==> src/include/p0fs_pkg.sv <==
// p0fs_pkg: constants for the port 0 pin function select block.
// assumes a 32-bit apb slave with word-aligned registers at byte offsets.
`default_nettype none
package p0fs_pkg;
	// bus geometry
	localparam int ADDR_W      = 12;          // decoded address bits
	localparam int DATA_W      = 32;          // apb data width
	localparam int HALF_W      = 16;          // selector / mask halfword
	localparam int NUM_WORDS   = 4;           // control words a to d
	localparam int SEL_W       = 2;           // selector field width
	localparam int MASK_LSB    = 16;          // first write-mask bit

	// register byte offsets
	localparam logic [ADDR_W-1:0] OFF_PORT_A = 12'h000;
	localparam logic [ADDR_W-1:0] OFF_PORT_B = 12'h004;
	localparam logic [ADDR_W-1:0] OFF_PORT_C = 12'h008;
	localparam logic [ADDR_W-1:0] OFF_PORT_D = 12'h00c;
	localparam logic [NUM_WORDS-1:0][ADDR_W-1:0] OFFSETS =
		{OFF_PORT_D, OFF_PORT_C, OFF_PORT_B, OFF_PORT_A};

	// implemented (read-write) bits of each lower halfword
	localparam logic [HALF_W-1:0] IMPL_PORT_A = 16'hc333;
	localparam logic [HALF_W-1:0] IMPL_PORT_B = 16'h0000;
	localparam logic [HALF_W-1:0] IMPL_PORT_C = 16'h0000;
	localparam logic [HALF_W-1:0] IMPL_PORT_D = 16'h30c0;
	localparam logic [NUM_WORDS-1:0][HALF_W-1:0] IMPL_MASK =
		{IMPL_PORT_D, IMPL_PORT_C, IMPL_PORT_B, IMPL_PORT_A};

	// reset value of every stored halfword and of the mask field
	localparam logic [HALF_W-1:0] RST_HALF = 16'h0000;

	// word index of ports a and d
	localparam int IDX_A = 0;
	localparam int IDX_D = 3;

	// selector field positions (lsb)
	localparam int POS_A7 = 14;
	localparam int POS_A4 = 8;
	localparam int POS_A2 = 4;
	localparam int POS_A0 = 0;
	localparam int POS_D6 = 12;
	localparam int POS_D3 = 6;

	// selector codes
	localparam logic [SEL_W-1:0] CODE_GPIO = 2'h0;
	localparam logic [SEL_W-1:0] CODE_ALT1 = 2'h1;
	localparam logic [SEL_W-1:0] CODE_ALT2 = 2'h2;
	localparam logic [SEL_W-1:0] CODE_ALT3 = 2'h3;
endpackage
`default_nettype wire

==> src/rtl/p0fs_top.sv <==
// p0fs_top: apb register slave for the port 0 pin function selectors.
// assumes apb master on mclk_in, full 32-bit word accesses only, and pad
// multiplexers that sample the registered route and enable outputs.
//
// Chosen here: the APB slave port.
`timescale 1ns/10ps
`default_nettype none
module p0fs_top (
	input  wire logic        mclk_in,                  // 20 mhz bus clock
	input  wire logic        sys_rst_in,               // sync reset, high
	input  wire logic        psel_in,                  // apb select
	input  wire logic        penable_in,               // apb access phase
	input  wire logic        pwrite_in,                // apb direction
	input  wire logic [11:0] paddr_in,                 // apb byte address
	input  wire logic [31:0] pwdata_in,                // apb write data
	output var  logic [31:0] prdata_out,               // apb read data
	output logic             pready_out,               // apb ready
	output logic             pslverr_out,              // apb error
	output var  logic [1:0]  pin_a7_route_out,         // pin a7 selector
	output var  logic [1:0]  pin_a4_route_out,         // pin a4 selector
	output var  logic [1:0]  pin_a2_route_out,         // pin a2 selector
	output var  logic [1:0]  pin_a0_route_out,         // pin a0 selector
	output var  logic [1:0]  pin_d6_route_out,         // pin d6 selector
	output var  logic [1:0]  pin_d3_route_out,         // pin d3 selector
	output var  logic        managed_flash_data0_out,  // a7 on flash data0
	output var  logic        hot_plug_detect_out,      // a4 on hot plug
	output var  logic        ethernet_clock_out_route0_out, // a2 mac clk
	output var  logic        digital_audio_out_route2_out,  // a2 audio
	output var  logic        wireless_clock_out_route0_out, // a0 wifi clk
	output var  logic        phy_led_low_speed_out,    // d6 speed led
	output var  logic        phy_led_duplex_out,       // d6 duplex led
	output var  logic        card_power_enable_route1_out,  // d6 power
	output var  logic        digital_audio_out_route0_out,  // d3 audio
	output var  logic [5:0]  pin_gpio_mode_out         // a7,a4,a2,a0,d6,d3
);

	// stored lower halfwords, one per control word
	// only the lower halfword of each word is kept; the mask half is
	// used on the fly. reserved positions are forced to zero by the
	// implemented-bit mask, so no separate read-only logic is needed
	logic [15:0] ctrl [0:3];                 // current selector bits
	logic [15:0] next_ctrl [0:3];            // value after this edge
	logic [3:0]  word_hit;                   // address matches word w
	logic        addr_mapped;                // any word matched
	logic        setup_phase;                // apb setup cycle
	logic        access_phase;               // apb access cycle
	logic        wr_access;                  // write takes effect now
	logic [15:0] wr_mask;                    // per-bit write enable
	logic [15:0] rd_half;                    // selected word, lower half
	logic [31:0] next_rdata;                 // read word for capture
	logic        err_q;                      // latched unmapped flag

	// apb phase decode
	// pready is tied high: every register is a plain flop, so there is
	// nothing to wait for, and a master that polls pready still works
	// because the access phase simply ends at its first edge
	assign setup_phase  = psel_in & ~penable_in;
	assign access_phase = psel_in & penable_in;
	// zero wait states: every access ends in its first access cycle
	assign wr_access    = access_phase & pwrite_in & addr_mapped;

	// the mask half only gates this one write and is never stored,
	// so a later read cannot see it
	assign wr_mask = pwdata_in[31:16];

	// per-word storage, write merge and address match
	genvar w;
	generate
		for (w = 0; w < p0fs_pkg::NUM_WORDS; w = w + 1) begin : g_word
			// exact match also rejects unaligned addresses
			assign word_hit[w] = (paddr_in == p0fs_pkg::OFFSETS[w]);

			// masked merge; only implemented bits can ever be one,
			// which keeps reserved positions at zero for ports b to d
			// and for the gaps in a and d
			assign next_ctrl[w] = (wr_access & word_hit[w]) ?
				(((ctrl[w] & ~wr_mask) |
				  (pwdata_in[15:0] & wr_mask)) &
				 p0fs_pkg::IMPL_MASK[w]) :
				ctrl[w];

			// one register per word, cleared to gpio on reset
			always_ff @(posedge mclk_in) begin
				if (sys_rst_in) begin
					ctrl[w] <= p0fs_pkg::RST_HALF;
				end else begin
					// whole-word data arrives with its mask
					ctrl[w] <= next_ctrl[w];
				end
			end
		end
	endgenerate

	// an access outside the four words is flagged through pslverr;
	// writes there are dropped and reads there return zero
	assign addr_mapped = |word_hit;

	// read mux; unmapped words read as zero
	// the word hits are one-hot by construction, so the priority order
	// of this chain never matters; it only keeps the decode readable
	assign rd_half =
		word_hit[0] ? ctrl[0] :
		word_hit[1] ? ctrl[1] :
		word_hit[2] ? ctrl[2] :
		word_hit[3] ? ctrl[3] :
		p0fs_pkg::RST_HALF;

	// mask field always reads zero
	assign next_rdata = {p0fs_pkg::RST_HALF, rd_half};

	// read data and error flag are captured in the setup cycle so
	// that prdata comes from a flop; a write in the same transfer
	// cannot disturb them since apb allows one transfer at a time
	always_ff @(posedge mclk_in) begin
		if (sys_rst_in) begin
			prdata_out <= 32'h0000_0000;
			err_q      <= 1'b0;
		end else if (setup_phase) begin
			prdata_out <= pwrite_in ? 32'h0000_0000 : next_rdata;
			err_q      <= ~addr_mapped;
		end
	end

	// handshake: always ready, error only on an unmapped access
	assign pready_out  = 1'b1;
	assign pslverr_out = access_phase & err_q;

	// selector views of the stored words
	// the views read next_ctrl, not ctrl, so the pad flops below load
	// the new code on the very edge that the write lands on; reading
	// ctrl instead would add a cycle of lag between software and pads
	logic [1:0] next_a7;                     // pin a7 next code
	logic [1:0] next_a4;                     // pin a4 next code
	logic [1:0] next_a2;                     // pin a2 next code
	logic [1:0] next_a0;                     // pin a0 next code
	logic [1:0] next_d6;                     // pin d6 next code
	logic [1:0] next_d3;                     // pin d3 next code

	assign next_a7 = next_ctrl[p0fs_pkg::IDX_A][p0fs_pkg::POS_A7 +: 2];
	assign next_a4 = next_ctrl[p0fs_pkg::IDX_A][p0fs_pkg::POS_A4 +: 2];
	assign next_a2 = next_ctrl[p0fs_pkg::IDX_A][p0fs_pkg::POS_A2 +: 2];
	assign next_a0 = next_ctrl[p0fs_pkg::IDX_A][p0fs_pkg::POS_A0 +: 2];
	assign next_d6 = next_ctrl[p0fs_pkg::IDX_D][p0fs_pkg::POS_D6 +: 2];
	assign next_d3 = next_ctrl[p0fs_pkg::IDX_D][p0fs_pkg::POS_D3 +: 2];

	// decoded function enables; a reserved code enables nothing, so
	// the pin falls back to gpio rather than to an undefined route
	logic next_flash;                        // a7 flash data0
	logic next_hpd;                          // a4 hot plug detect
	logic next_mac_clk;                      // a2 ethernet clock
	logic next_audio2;                       // a2 audio route2
	logic next_wifi_clk;                     // a0 wireless clock
	logic next_led_spd;                      // d6 speed led
	logic next_led_dup;                      // d6 duplex led
	logic next_card_pwr;                     // d6 card power
	logic next_audio0;                       // d3 audio route0
	logic [5:0] next_gpio;                   // per-pin gpio mode

	// port a routes
	// codes not listed for a pin are reserved and decode to no route;
	// each pin can have at most one alternate function active at once
	assign next_flash    = (next_a7 == p0fs_pkg::CODE_ALT2);
	assign next_hpd      = (next_a4 == p0fs_pkg::CODE_ALT1);
	assign next_mac_clk  = (next_a2 == p0fs_pkg::CODE_ALT1);
	assign next_audio2   = (next_a2 == p0fs_pkg::CODE_ALT2);
	assign next_wifi_clk = (next_a0 == p0fs_pkg::CODE_ALT1);
	// port d6: every code is a valid route
	assign next_led_spd  = (next_d6 == p0fs_pkg::CODE_ALT1);
	assign next_led_dup  = (next_d6 == p0fs_pkg::CODE_ALT2);
	assign next_card_pwr = (next_d6 == p0fs_pkg::CODE_ALT3);
	// port d3: codes 10 and 11 leave the pin on gpio
	assign next_audio0   = (next_d3 == p0fs_pkg::CODE_ALT1);

	// gpio whenever no alternate function is active
	assign next_gpio[5] = ~next_flash;
	assign next_gpio[4] = ~next_hpd;
	assign next_gpio[3] = ~(next_mac_clk | next_audio2);
	assign next_gpio[2] = ~next_wifi_clk;
	assign next_gpio[1] = ~(next_led_spd | next_led_dup | next_card_pwr);
	assign next_gpio[0] = ~next_audio0;

	// pad control flops, updated on the same edge as the registers so
	// the route outputs never lag software by a cycle
	// each output has its own short flop so a slip on one route cannot
	// hide inside a long shared block; all of them clear to gpio with
	// every alternate function disabled

	// pin a7 selector copy
	always_ff @(posedge mclk_in) begin
		if (sys_rst_in) begin
			pin_a7_route_out <= p0fs_pkg::CODE_GPIO;
		end else begin
			pin_a7_route_out <= next_a7;
		end
	end

	// pin a4 selector copy
	always_ff @(posedge mclk_in) begin
		if (sys_rst_in) begin
			pin_a4_route_out <= p0fs_pkg::CODE_GPIO;
		end else begin
			pin_a4_route_out <= next_a4;
		end
	end

	// pin a2 selector copy
	always_ff @(posedge mclk_in) begin
		if (sys_rst_in) begin
			pin_a2_route_out <= p0fs_pkg::CODE_GPIO;
		end else begin
			pin_a2_route_out <= next_a2;
		end
	end

	// pin a0 selector copy
	always_ff @(posedge mclk_in) begin
		if (sys_rst_in) begin
			pin_a0_route_out <= p0fs_pkg::CODE_GPIO;
		end else begin
			pin_a0_route_out <= next_a0;
		end
	end

	// pin d6 selector copy
	always_ff @(posedge mclk_in) begin
		if (sys_rst_in) begin
			pin_d6_route_out <= p0fs_pkg::CODE_GPIO;
		end else begin
			pin_d6_route_out <= next_d6;
		end
	end

	// pin d3 selector copy
	always_ff @(posedge mclk_in) begin
		if (sys_rst_in) begin
			pin_d3_route_out <= p0fs_pkg::CODE_GPIO;
		end else begin
			pin_d3_route_out <= next_d3;
		end
	end

	// a7 flash data0 enable
	always_ff @(posedge mclk_in) begin
		if (sys_rst_in) begin
			managed_flash_data0_out <= 1'b0;
		end else begin
			managed_flash_data0_out <= next_flash;
		end
	end

	// a4 hot plug detect enable
	always_ff @(posedge mclk_in) begin
		if (sys_rst_in) begin
			hot_plug_detect_out <= 1'b0;
		end else begin
			hot_plug_detect_out <= next_hpd;
		end
	end

	// a2 ethernet clock enable
	always_ff @(posedge mclk_in) begin
		if (sys_rst_in) begin
			ethernet_clock_out_route0_out <= 1'b0;
		end else begin
			ethernet_clock_out_route0_out <= next_mac_clk;
		end
	end

	// a2 audio route2 enable
	always_ff @(posedge mclk_in) begin
		if (sys_rst_in) begin
			digital_audio_out_route2_out <= 1'b0;
		end else begin
			digital_audio_out_route2_out <= next_audio2;
		end
	end

	// a0 wireless clock enable
	always_ff @(posedge mclk_in) begin
		if (sys_rst_in) begin
			wireless_clock_out_route0_out <= 1'b0;
		end else begin
			wireless_clock_out_route0_out <= next_wifi_clk;
		end
	end

	// d6 speed led enable
	always_ff @(posedge mclk_in) begin
		if (sys_rst_in) begin
			phy_led_low_speed_out <= 1'b0;
		end else begin
			phy_led_low_speed_out <= next_led_spd;
		end
	end

	// d6 duplex led enable
	always_ff @(posedge mclk_in) begin
		if (sys_rst_in) begin
			phy_led_duplex_out <= 1'b0;
		end else begin
			phy_led_duplex_out <= next_led_dup;
		end
	end

	// d6 card power enable
	always_ff @(posedge mclk_in) begin
		if (sys_rst_in) begin
			card_power_enable_route1_out <= 1'b0;
		end else begin
			card_power_enable_route1_out <= next_card_pwr;
		end
	end

	// d3 audio route0 enable
	always_ff @(posedge mclk_in) begin
		if (sys_rst_in) begin
			digital_audio_out_route0_out <= 1'b0;
		end else begin
			digital_audio_out_route0_out <= next_audio0;
		end
	end

	// per-pin gpio mode flags, all pins on gpio after reset
	always_ff @(posedge mclk_in) begin
		if (sys_rst_in) begin
			pin_gpio_mode_out <= 6'h3f;
		end else begin
			pin_gpio_mode_out <= next_gpio;
		end
	end

endmodule
`default_nettype wire

==> config.mk <==
export PLATFORM = sky130hd
export DESIGN_NAME = p0fs_top
export DESIGN_NICKNAME = d
export VERILOG_FILES = /design/src/include/p0fs_pkg.sv /design/src/rtl/p0fs_top.sv
export SDC_FILE = /design/constraint.sdc
export NUM_CORES = 1
export LEC_CHECK = 0
export ABC_AREA = 1
export BUFFER_PORTS_ARGS = -buffer_cell sky130_fd_sc_hd__buf_2
export CORE_MARGIN = 2
export CORE_UTILIZATION = 44
export DETAILED_ROUTE_END_ITERATION = 6
export GPL_ROUTABILITY_DRIVEN = 0
export GPL_TIMING_DRIVEN = 1
export PLACE_DENSITY = 0.88
export SLEW_MARGIN = 5
export SYNTH_ARGS = -nofsm -noshare
export SYNTH_HDL_FRONTEND = slang
export SYNTH_SLANG_ARGS = --single-unit
==> constraint.sdc <==
create_clock -name mclk_in -period 5.5 [get_ports mclk_in]
set_clock_uncertainty 0.15 [all_clocks]
set_input_delay 1.1 -clock mclk_in [delete_from_list [all_inputs] [get_ports mclk_in]]
set_output_delay 1.1 -clock mclk_in [all_outputs]
set_load 0.01 [all_outputs]
# Yosys cells after proc, flatten, opt, wreduce, memory -nomap -nowiden
# Memory sizes are Yosys's and may differ from the RTL's.
# Cells that the tools add are included.
op_classes:
  n_addsub: 0
  mul: 0
  n_div: 0
  magnitude_cmp: 0
  eq_ne: 12
  shifts: 0
  muxes: 16
  bitwise: 30
  reduce_logical: 2
ops:
  columns: ["cell", "count"]
  rows:
  - ["16-bit 2-to-1 mux", 13]
  - ["16-bit AND", 2]
  - ["12-bit by 4-bit == test with 1-bit output, second input constant", 2]
  - ["16-bit inverter", 1]
  - ["16-bit bitwise OR", 1]
  - ["14-bit AND", 1]
  - ["14-bit bitwise OR", 1]
  - ["12-bit by 3-bit == test with 1-bit output, second input constant", 1]
  - ["12-bit logical NOT", 1]
  - ["2-bit by 1-bit == test with 1-bit output, second input constant", 5]
  - ["1-bit AND", 9]
  - ["2-bit == test, second input constant", 4]
  - ["1-bit inverter", 8]
  - ["1-bit bitwise OR", 7]
  - ["4-bit OR reduction", 1]
  - ["1-bit 2-to-1 mux", 3]
totals:
  register_bits: 60
  latch_bits: 0
  ramBits: 64
  rom_bits: 0
  word_cells: 79
  mem_count: 1
memory_table:
  columns: ["memory", "depth", "word_bits", "rd", "rd_ports_with_merged_regs", "wr", "line_no", "rtl"]
  rows:
  - ["ctrl", 4, 16, 4, 0, 4, "p0fs_top.sv:41", "logic [15:0] ctrl [0:3];"]

# Longest topological paths before layout
# Gate-level depths: netlist (run 1).
depth:
  depth_word: 9
  depth_mapped: 11
  ltp_nobuf: 11

# Worst setup path before layout (run 1)
# OpenSTA, ideal clock, no wires.
synth_path:
  path_type: "input to register"
  from: "input paddr_in[11]"
  to: "register pin_gpio_mode_out[3]"
  setup_ns: 0.123
  t_arrival_ns: 2.400
  t_required_ns: 5.227
  path_slack_ns: 2.827
  stages: 10
  n_path_buf: 0
  cell_sequence: "nor2_1 -> nand2_1 -> nor2_4 -> nand3_4 -> clkinv_2 -> nand2_1 -> nand2_2 -> inv_2 -> ha_1 -> or2_2"
synth_via:
  elab_chain_len: 8
synth_lines:
  columns: ["element", "line_no", "rtl"]
  rows:
  - ["start: declaration", "p0fs_top.sv:14", "input wire logic [11:0] paddr_in,"]
  - ["12-bit by 3-bit == test with 1-bit output, or another cell as far along", "p0fs_top.sv:71", "assign word_hit[w] = (paddr_in == p0fs_pkg::OFFSETS[w]);"]
  - ["4-bit OR reduction", "p0fs_top.sv:96", "assign addr_mapped = |word_hit;"]
  - ["1-bit AND", "p0fs_top.sv:60", "assign wr_access = access_phase & pwrite_in & addr_mapped;"]
  - ["1-bit AND *", "p0fs_top.sv:76", "assign next_ctrl[w] = (wr_access & word_hit[w]) ?"]
  - ["16-bit 2-to-1 mux *", "p0fs_top.sv:76", null]
  - ["via next_a2[0]", "p0fs_top.sv:134", "logic [1:0] next_a2;"]
  - ["2-bit by 1-bit == test with 1-bit output or 2-bit == test (tied branches)", "p0fs_top.sv:164, p0fs_top.sv:165", null]
  - ["1-bit bitwise OR *", "p0fs_top.sv:177", "assign next_gpio[3] = ~(next_mac_clk | next_audio2);"]
  - ["1-bit inverter *", "p0fs_top.sv:177", null]
  - ["via next_gpio[3]", "p0fs_top.sv:157", "logic [5:0] next_gpio;"]
  - ["end signal: assignment", "p0fs_top.sv:328", "pin_gpio_mode_out <= next_gpio;"]
  - ["end: declaration", "p0fs_top.sv:34", "output var logic [5:0] pin_gpio_mode_out"]
# Mark *: on every way through the listed nets, which the timed path passes. The rest lies on a longest branch.
# A chain may end at the register's enable or synchronous reset.

# Final worst setup path (run 1)
layout_path:
  from: "input paddr_in[9]"
  to: "register pin_gpio_mode_out[3]"
# The elaborated chain is that of the path after synthesis.

==> metrics.cfg, run 1 <==
[sta]
finalHoldViolations = 0
slew_viol_final = 0
whs_ns = 0.318
setup-violations-final = 0
min_period_over_period_pct = 51.7
fmax_mhz = 352
tns_ns = 0
fin_crit_ns = 2.84
rsz0062_at_grt = no

[drt]
wl_per_cell_um = 11.0
wirelength_um = 4230
viasPerCell = 4.58
first_iter_violations = 57
ant_nets = 0
drt-pass1-iter-count = 4
drcViolationCount = 0
vias = 1766

[logic_synthesis]
synth_top_cells_by_area = dfxtp_1, nand2_1, buf_4
synth_area_mm2 = 0.00189
yosys_warnings = 0
synth_cell_types = 29
ys_ff_latch = 40
synthCells = 256
synth.top_cell.area_share_pct = 42.5
avgSynthCellArea_um2 = 7.37
synth_area_leader_cell = dfxtp_1
synth_seq_area_share_pct = 42.5

[floorplan]
die_h_um = 69.5
die_area_mm2 = 0.00482
initial_core_util_pct = 46.5
pin_count = 110
coreArea_mm2 = 0.00406
die_w_um = 69.5
rows = 23

[cts]
htree_levels = 2
numCtsBuffers = 5
cts-root-buf = clkbuf_8
clockBufferDepth = 2
cts_sinks = 40
post_cts_resized = 0
clock_latency_ns = 0.29
path_clk_slew_ns = 0.08
cts_tree = built
postCtsHoldBufs = 0
post-cts-setup-buffers = 0

[setup_path]
start_kind = primary input
cp.required_ns = 5.53
cp_max_fo = 18
cp-end-kind = register
arrival_ns = 2.87
crit_type = in2reg

[placed_design]
dpl_cell_area_mm2 = 0.00223
numPortBuffers = 80
place_hpwl_um = 3290
dp.cells = 378

[min_path]
hp-class = reg2reg

[pwr]
ir_drop_mv = 0.147
power_leakage_uw = 0.00121
power_density_mw_per_mm2 = 224

[finish]
final_common_cell = buf_2
fillers = 369
antenna_cells = 0
finalNonFillerCells = 386
final_nets = 386
final_layout_size_suffix_gt1_share_pct = 31.5
seq_area_um2 = 801
finish.utilization_pct = 57.0
layout_common_cells = buf_2, nand2_1, dfxtp_1
area_growth_pct = 22.8
multi_input_area_um2 = 831
final_cell_area_mm2 = 0.00231

[global_route]
first_global_vias = 1631
gr-total-overflow = 0
antenna_found_initial = 0
grt_use_total_pct = 18.0
grt_max_degree = 23
grt_pass1_wl_um = 7100

[status]
status = completed

[job]
drv_cap = 0

-- path summary, 6_finish.rpt --
kind | slack, ns | endpoint | cells past startpoint | from
worst max register to register | 3.96 | pin_gpio_mode_out[3] | 6 | pin_a2_route_out[0]
worst max-delay path | 2.66 | pin_gpio_mode_out[3] | 11 | paddr_in[9]
worst min register to register | 0.32 | prdata_out[9] | 2 | prdata_out[9]
worst min-delay path | 0.32 | prdata_out[9] | 2 | prdata_out[9]
-- metal layers --
metal	vias up	GRT usage, %	wire length, um
li1	914	-	-
met1	785	20.9	1800
met2	60	31.9	2110
met3	7	3.20	235
met4	0	8.50	81
met5	-	0	0
-- cell usage after synthesis --
cell      count
inv_1        30
a21oi_1       8
nand2_1      66
nor3_1        1
o21ai_0      11
and3_1        2
clkbuf_1      2
nand3_4       1
nand4_1      15
o21ai_1       1
nor2_2        3
nor2_4        3
nor2_1       23
conb_1        2
o21a_1        4
inv_2         4
a31oi_1       1
nand3_1       5
ha_1          2
or2_2         1
buf_1         1
buf_2         1
dfxtp_1      40
mux2_2        2
buf_4        22
nand2_2       2
buf_6         1
or2_4         1
clkinv_2      1
-- registers in the layout, summed over array words and instances, names as in the netlist --
signal                         count
prdata_out                        12
pin_gpio_mode_out                  6
ctrl                               5
pin_a7_route_out                   2
card_power_enable_route1_out       1
digital_audio_out_route0_out       1
digital_audio_out_route2_out       1
err_q                              1
ethernet_clock_out_route0_out      1
hot_plug_detect_out                1
managed_flash_data0_out            1
phy_led_duplex_out                 1
phy_led_low_speed_out              1
pin_a0_route_out                   1
pin_a2_route_out                   1
pin_a4_route_out                   1
pin_d3_route_out                   1
pin_d6_route_out                   1
wireless_clock_out_route0_out      1
-- cell type report --
type	instances	share of cell area, %
timing repair buffer	80	17.3
sequential	40	34.6
clock inverter	3	0.811
multi-input combinational	173	35.9
tap	50	2.70
clock buffer	5	2.97
inverter	35	5.73
-- logic make-up after synthesis --
| family | Yosys count | synth area share (%) |
|---|---|---|
| muxes | 2 | 1.19 |
| and+or+nand+nor | 123 | 30.1 |
| AOI/OAI and AO/OA | 25 | 7.23 |
| DFF | 40 | 42.5 |
| other | 2 | 0.398 |
| adders and majority gates | 2 | 1.33 |
| buffers and inverters | 62 | 17.3 |
-- metrics by stage --
stage / power (uW) / setup slack [ns]
finish: 518 / 2.66
global route: 542 / 2.48
CTS: 522 / 2.66
detailed placement: 337 / 2.35
global placement: 337 / 2.35
floorplan: 330 / 2.83
-- where the power goes --
group	switching [uW]	total, uW	internal [uW]
clock	99.1	187	88.3
sequential	0.220	290	290
combinational	25.8	41.1	15.2
-- worst max-delay path, cell delays in order --
cell	delay (ns)
buf_2	0.10
nor2_1	0.09
nand2_1	0.10
nor2_4	0.39
nand3_4	0.22
clkinv_2	0.15
nand2_1	0.08
nand2_2	0.08
inv_2	0.04
ha_1	0.27
or2_2	0.26
(Power assumes the default switching activity.)
==> inputs of run 2 (changes only) <==
--- a/config.mk
+++ b/config.mk
@@ -8,11 +8,11 @@
 export ABC_AREA = 1
 export BUFFER_PORTS_ARGS = -buffer_cell sky130_fd_sc_hd__buf_2
 export CORE_MARGIN = 2
-export CORE_UTILIZATION = 44
+export CORE_UTILIZATION = 39
 export DETAILED_ROUTE_END_ITERATION = 6
 export GPL_ROUTABILITY_DRIVEN = 0
 export GPL_TIMING_DRIVEN = 1
-export PLACE_DENSITY = 0.88
+export PLACE_DENSITY = 0.83
 export SLEW_MARGIN = 5
 export SYNTH_ARGS = -nofsm -noshare
 export SYNTH_HDL_FRONTEND = slang
==> constraint.sdc (replaced) <==
create_clock -name mclk_in -period 2.4 [get_ports mclk_in]
set_clock_uncertainty 0.15 [all_clocks]
set_input_delay 0.48 -clock mclk_in [delete_from_list [all_inputs] [get_ports mclk_in]]
set_output_delay 0.48 -clock mclk_in [all_outputs]
set_load 0.01 [all_outputs]
==> run 2 against run 1 <==
Sequential power rose by 130%. Combinational power rose by 140%. Critical path type unchanged. Wire length rose by 5.9%. First-iteration DRC count fell by 3.5%. Die area rose by 12%. Global-route usage fell by 1.1 points. Via count rose by 1.3%.
==> metrics.cfg, run 2 (synthesized netlist as in run 1, its figures left out) <==
[floorplan]
pin_count = 110
rows = 25
die_h_um = 73.5
die_area_mm2 = 0.00541
initial_core_util_pct = 40.2
die_w_um = 73.5
coreArea_mm2 = 0.00469

[drt]
vias = 1789
wirelength_um = 4480
ant_nets = 0
wl_per_cell_um = 11.4
drt-pass1-iter-count = 4
viasPerCell = 4.54
first_iter_violations = 55
drcViolationCount = 0

[pwr]
power_density_mw_per_mm2 = 555
power_leakage_uw = 0.00124
power.total_uw = 1320
ir_drop_mv = 0.332

[cts]
path_clk_slew_ns = 0.08
cts_tree = built
cts_sinks = 40
post-cts-setup-buffers = 0
post_cts_resized = 0
htree_levels = 2
postCtsHoldBufs = 0
numCtsBuffers = 5
cts-root-buf = clkbuf_8
clock_latency_ns = 0.29
clockBufferDepth = 2

[finish]
layout_common_cells = buf_2, nand2_1, dfxtp_1
top_register = prdata_out
reg.largest.list = prdata_out x12, pin_gpio_mode_out x6, ctrl x5
area_growth_pct = 26.1
final_nets = 390
antenna_cells = 0
finish.utilization_pct = 50.7
final_common_cell = buf_2
fillers = 472
largest_register_ffs = 12
final_layout_size_suffix_gt1_share_pct = 32.4

[setup_path]
r2r-start = pin_a2_route_out[0]
r2r_slack_ns = 0.86
cp-end-kind = register
worst_path_dominant_cell_family = simple AND/OR/NAND/NOR gates
reg2reg_depth = 6
crit_type = in2reg
crit_chain = buf_2 > or2_4 > nor2_4 > nand3_4 > clkinv_2 > nand2_1 > nand2_2 > inv_2 > ha_1 > or2_2
max_stage_delay_ns = 0.27
cp_max_fo = 9
regToRegEndpoint = pin_gpio_mode_out[3]
cp.required_ns = 2.43
crit_buf_inv = 3
start_kind = primary input
cp_slowest_cell = ha_1
arrival_ns = 1.96

[global_route]
first_global_vias = 1675
gr-total-overflow = 0
antenna_found_initial = 0
grt_use_total_pct = 16.9
grt_pass1_wl_um = 7180
grt_max_degree = 22

[sta]
tns_ns = 0
slew_viol_final = 0
fmax_mhz = 520
rsz0062_at_grt = no
min_period_over_period_pct = 80.1
fin_crit_ns = 1.92
whs_ns = 0.319
setup-violations-final = 0
finalHoldViolations = 0

[min_path]
hp-start = prdata_out[8]
hold_path_end = prdata_out[8]
hp-class = reg2reg
whs_path_depth = 2

[placed_design]
place_hpwl_um = 3460
numPortBuffers = 80

[status]
status = completed

[job]
drv_cap = 0

==> run 2: worst max-delay path by stage <==
stage                  from                    to  cells after the start  slack, ns
2_1_floorplan  paddr_in[11]  pin_gpio_mode_out[3]                     10       0.35
3_3_place_gp    paddr_in[2]  pin_gpio_mode_out[3]                     10       0.18
3_5_place_dp    paddr_in[2]  pin_gpio_mode_out[3]                     10       0.16
4_1_cts         paddr_in[2]  pin_gpio_mode_out[3]                     10       0.47
5_1_grt         paddr_in[2]  pin_gpio_mode_out[3]                     10       0.41
6_report        paddr_in[2]  pin_gpio_mode_out[3]                     10       0.48
==> run 2: power by group <==
| group | leakage, uW | switching [uW] | internal [uW] |
|---|---|---|---|
| Clock | 0.0000548 | 243 | 313 |
| Sequential | 0.000322 | 0.479 | 664 |
| Combinational | 0.000858 | 59.8 | 37.4 |
| Total | 0.00124 | 304 | 1010 |
==> run 2: layer usage <==
metal	vias to the layer above	part of all wire [%]	GRT usage, %
met1	812	42	19.2
met3	6	5.0	3.29
met2	51	51	30.7
li1	920	-	-
met4	0	2.1	6.87
met5	-	0	0
==> run 2: cell type report <==
type	count	area, um^2	share of cell area [%]
inverters	35	133	5.58
clock inverters	3	46.3	1.95
multi-input cells	173	831	34.9
repair buffers	84	430	18.1
flip-flops and latches	40	801	33.7
well taps	54	67.6	2.84
clock buffers	5	68.8	2.89
==> run 2: worst min-delay path: stages, from the launching register on <==
cell     delay [ns]
dfxtp_1        0.32
nand2_1        0.06
a21oi_1        0.05
==> run 2: per-stage QoR <==
stage / std cells / setup WS (ns) / instance area (um^2)
after floorplan: 275 / 0.347 / 1960
after global placement: 386 / 0.175 / 2260
after detailed placement: 386 / 0.161 / 2260
after CTS: 394 / 0.468 / 2380
after global routing: 394 / 0.413 / 2380
final: 394 / 0.477 / 2380
==> inputs of run 3 (changes only) <==
--- a/config.mk
+++ b/config.mk
@@ -8,11 +8,11 @@
 export ABC_AREA = 1
 export BUFFER_PORTS_ARGS = -buffer_cell sky130_fd_sc_hd__buf_2
 export CORE_MARGIN = 2
-export CORE_UTILIZATION = 39
+export CORE_UTILIZATION = 43
 export DETAILED_ROUTE_END_ITERATION = 6
 export GPL_ROUTABILITY_DRIVEN = 0
 export GPL_TIMING_DRIVEN = 1
-export PLACE_DENSITY = 0.83
+export PLACE_DENSITY = 0.86
 export SLEW_MARGIN = 5
 export SYNTH_ARGS = -nofsm -noshare
 export SYNTH_HDL_FRONTEND = slang
==> constraint.sdc (replaced) <==
create_clock -name mclk_in -period 1.9 [get_ports mclk_in]
set_clock_uncertainty 0.15 [all_clocks]
set_input_delay 0.38 -clock mclk_in [delete_from_list [all_inputs] [get_ports mclk_in]]
set_output_delay 0.38 -clock mclk_in [all_outputs]
set_load 0.01 [all_outputs]
==> run 3 against run 2 <==
Sequential share of layout area fell by 1.3 points. Die area decreased by 8.8%. Critical path type unchanged. Wire length down 4.5%. Largest power group unchanged. Cell area up 3.9%. Via count increased by 0.22%. Largest cell class unchanged. Flip-flop and latch count unchanged. Total power grew 17%.
==> metrics.cfg, run 3 (synthesized netlist as in run 1, its figures left out) <==
[status]
status = completed

[floorplan]
die_w_um = 70.2
initial_core_util_pct = 43.9
coreArea_mm2 = 0.00429
die_h_um = 70.2
rows = 24
die_area_mm2 = 0.00493
pin_count = 110

[drt]
ant_nets = 0
drt-pass1-iter-count = 4
vias = 1793
wl_per_cell_um = 10.6
viasPerCell = 4.45
wirelength_um = 4280
first_iter_violations = 83
drcViolationCount = 0

[finish]
layout_common_cells = buf_2, nand2_1, dfxtp_1
final_nets = 401
largest_register_ffs = 12
final_layout_size_suffix_gt1_share_pct = 36.2
area_growth_pct = 31.0
top_register = prdata_out
final_cell_area_mm2 = 0.00247
reg.largest.list = prdata_out x12, pin_gpio_mode_out x6, ctrl x5
finish.utilization_pct = 57.5
final_common_cell = buf_2
finalNonFillerCells = 403
antenna_cells = 0

[sta]
finalHoldViolations = 0
min_period_over_period_pct = 89.0
setup-violations-final = 0
rsz0062_at_grt = no
fin_crit_ns = 1.69
slew_viol_final = 0
fmax_mhz = 592

[cts]
post_cts_resized = 0
cts-root-buf = clkbuf_8
clockBufferDepth = 2
cts_sinks = 40
clock_latency_ns = 0.27
path_clk_slew_ns = 0.08
post-cts-setup-buffers = 0
htree_levels = 2
numCtsBuffers = 5
cts_tree = built
postCtsHoldBufs = 0

[pwr]
ir_drop_mv = 0.477
power_leakage_uw = 0.00128
power_density_mw_per_mm2 = 624
power.total_uw = 1540

[placed_design]
place_hpwl_um = 3350
numPortBuffers = 80
dp.cells = 395
dpl_cell_area_mm2 = 0.00238

[setup_path]
crit_type = in2reg
cp-end-kind = register
cp_max_fo = 4
arrival_ns = 1.71
cp.required_ns = 1.92
start_kind = primary input

[global_route]
gr-total-overflow = 0
first_global_vias = 1581
grt_use_total_pct = 17.5
grt_max_degree = 22
grt_pass1_wl_um = 6980
antenna_found_initial = 0

[job]
drv_cap = 0

[min_path]
hp-class = in2reg

==> run 3: final cells by class <==
type / instances / area [um^2]
timing repair buffer: 95 / 513
clock inverter: 1 / 7.51
sequential: 40 / 801
fill: 394 / 1820
multi-input combinational: 173 / 861
tap: 52 / 65.1
inverter: 35 / 136
clock buffer: 7 / 86.3
==> run 3: power by group <==
part,switching (uW),internal [uW],total (uW)
combinational,80.9,55.4,136
clock,270,295,565
sequential,0.561,839,840
total,352,1190,1540
==> run 3: through the flow <==
stage | hold WS [ns] | worst slack (ns) | setup TNS, ns
CTS | 0.265 | 0.200 | 0
global route | 0.277 | 0.150 | 0
finish | 0.272 | 0.209 | 0
detailed placement | 0.303 | -0.0968 | -0.0968
floorplan | 0.340 | 0.0250 | 0
global placement | 0.299 | -0.0427 | -0.0427
==> run 3: worst paths after layout <==
kind                        from              endpoint  slack [ns]  depth (start not counted)
setup / recovery     paddr_in[2]  pin_gpio_mode_out[3]        0.21                         10
hold / removal       paddr_in[0]                 err_q        0.27                          3
setup reg to reg      ctrl[0][5]  pin_gpio_mode_out[3]        0.36                          5
hold reg to reg   prdata_out[15]        prdata_out[15]        0.31                          2
==> run 3: routing by layer <==
| layer | vias up | part of all wire (%) | track usage (%) |
|---|---|---|---|
| met5 | - | 0 | 0 |
| met4 | 0 | 0.84 | 5.98 |
| met3 | 2 | 6.6 | 2.89 |
| met2 | 66 | 49 | 29.6 |
| met1 | 779 | 43 | 22.6 |
| li1 | 946 | - | - |
==> run 3: critical path, stage by stage <==
cell      delay (ns)
buf_2           0.11
or2_4           0.25
nor2_4          0.11
nand3_4         0.11
clkinv_4        0.07
nand2_2         0.05
nand2_2         0.08
inv_2           0.04
ha_1            0.29
or2_4           0.23
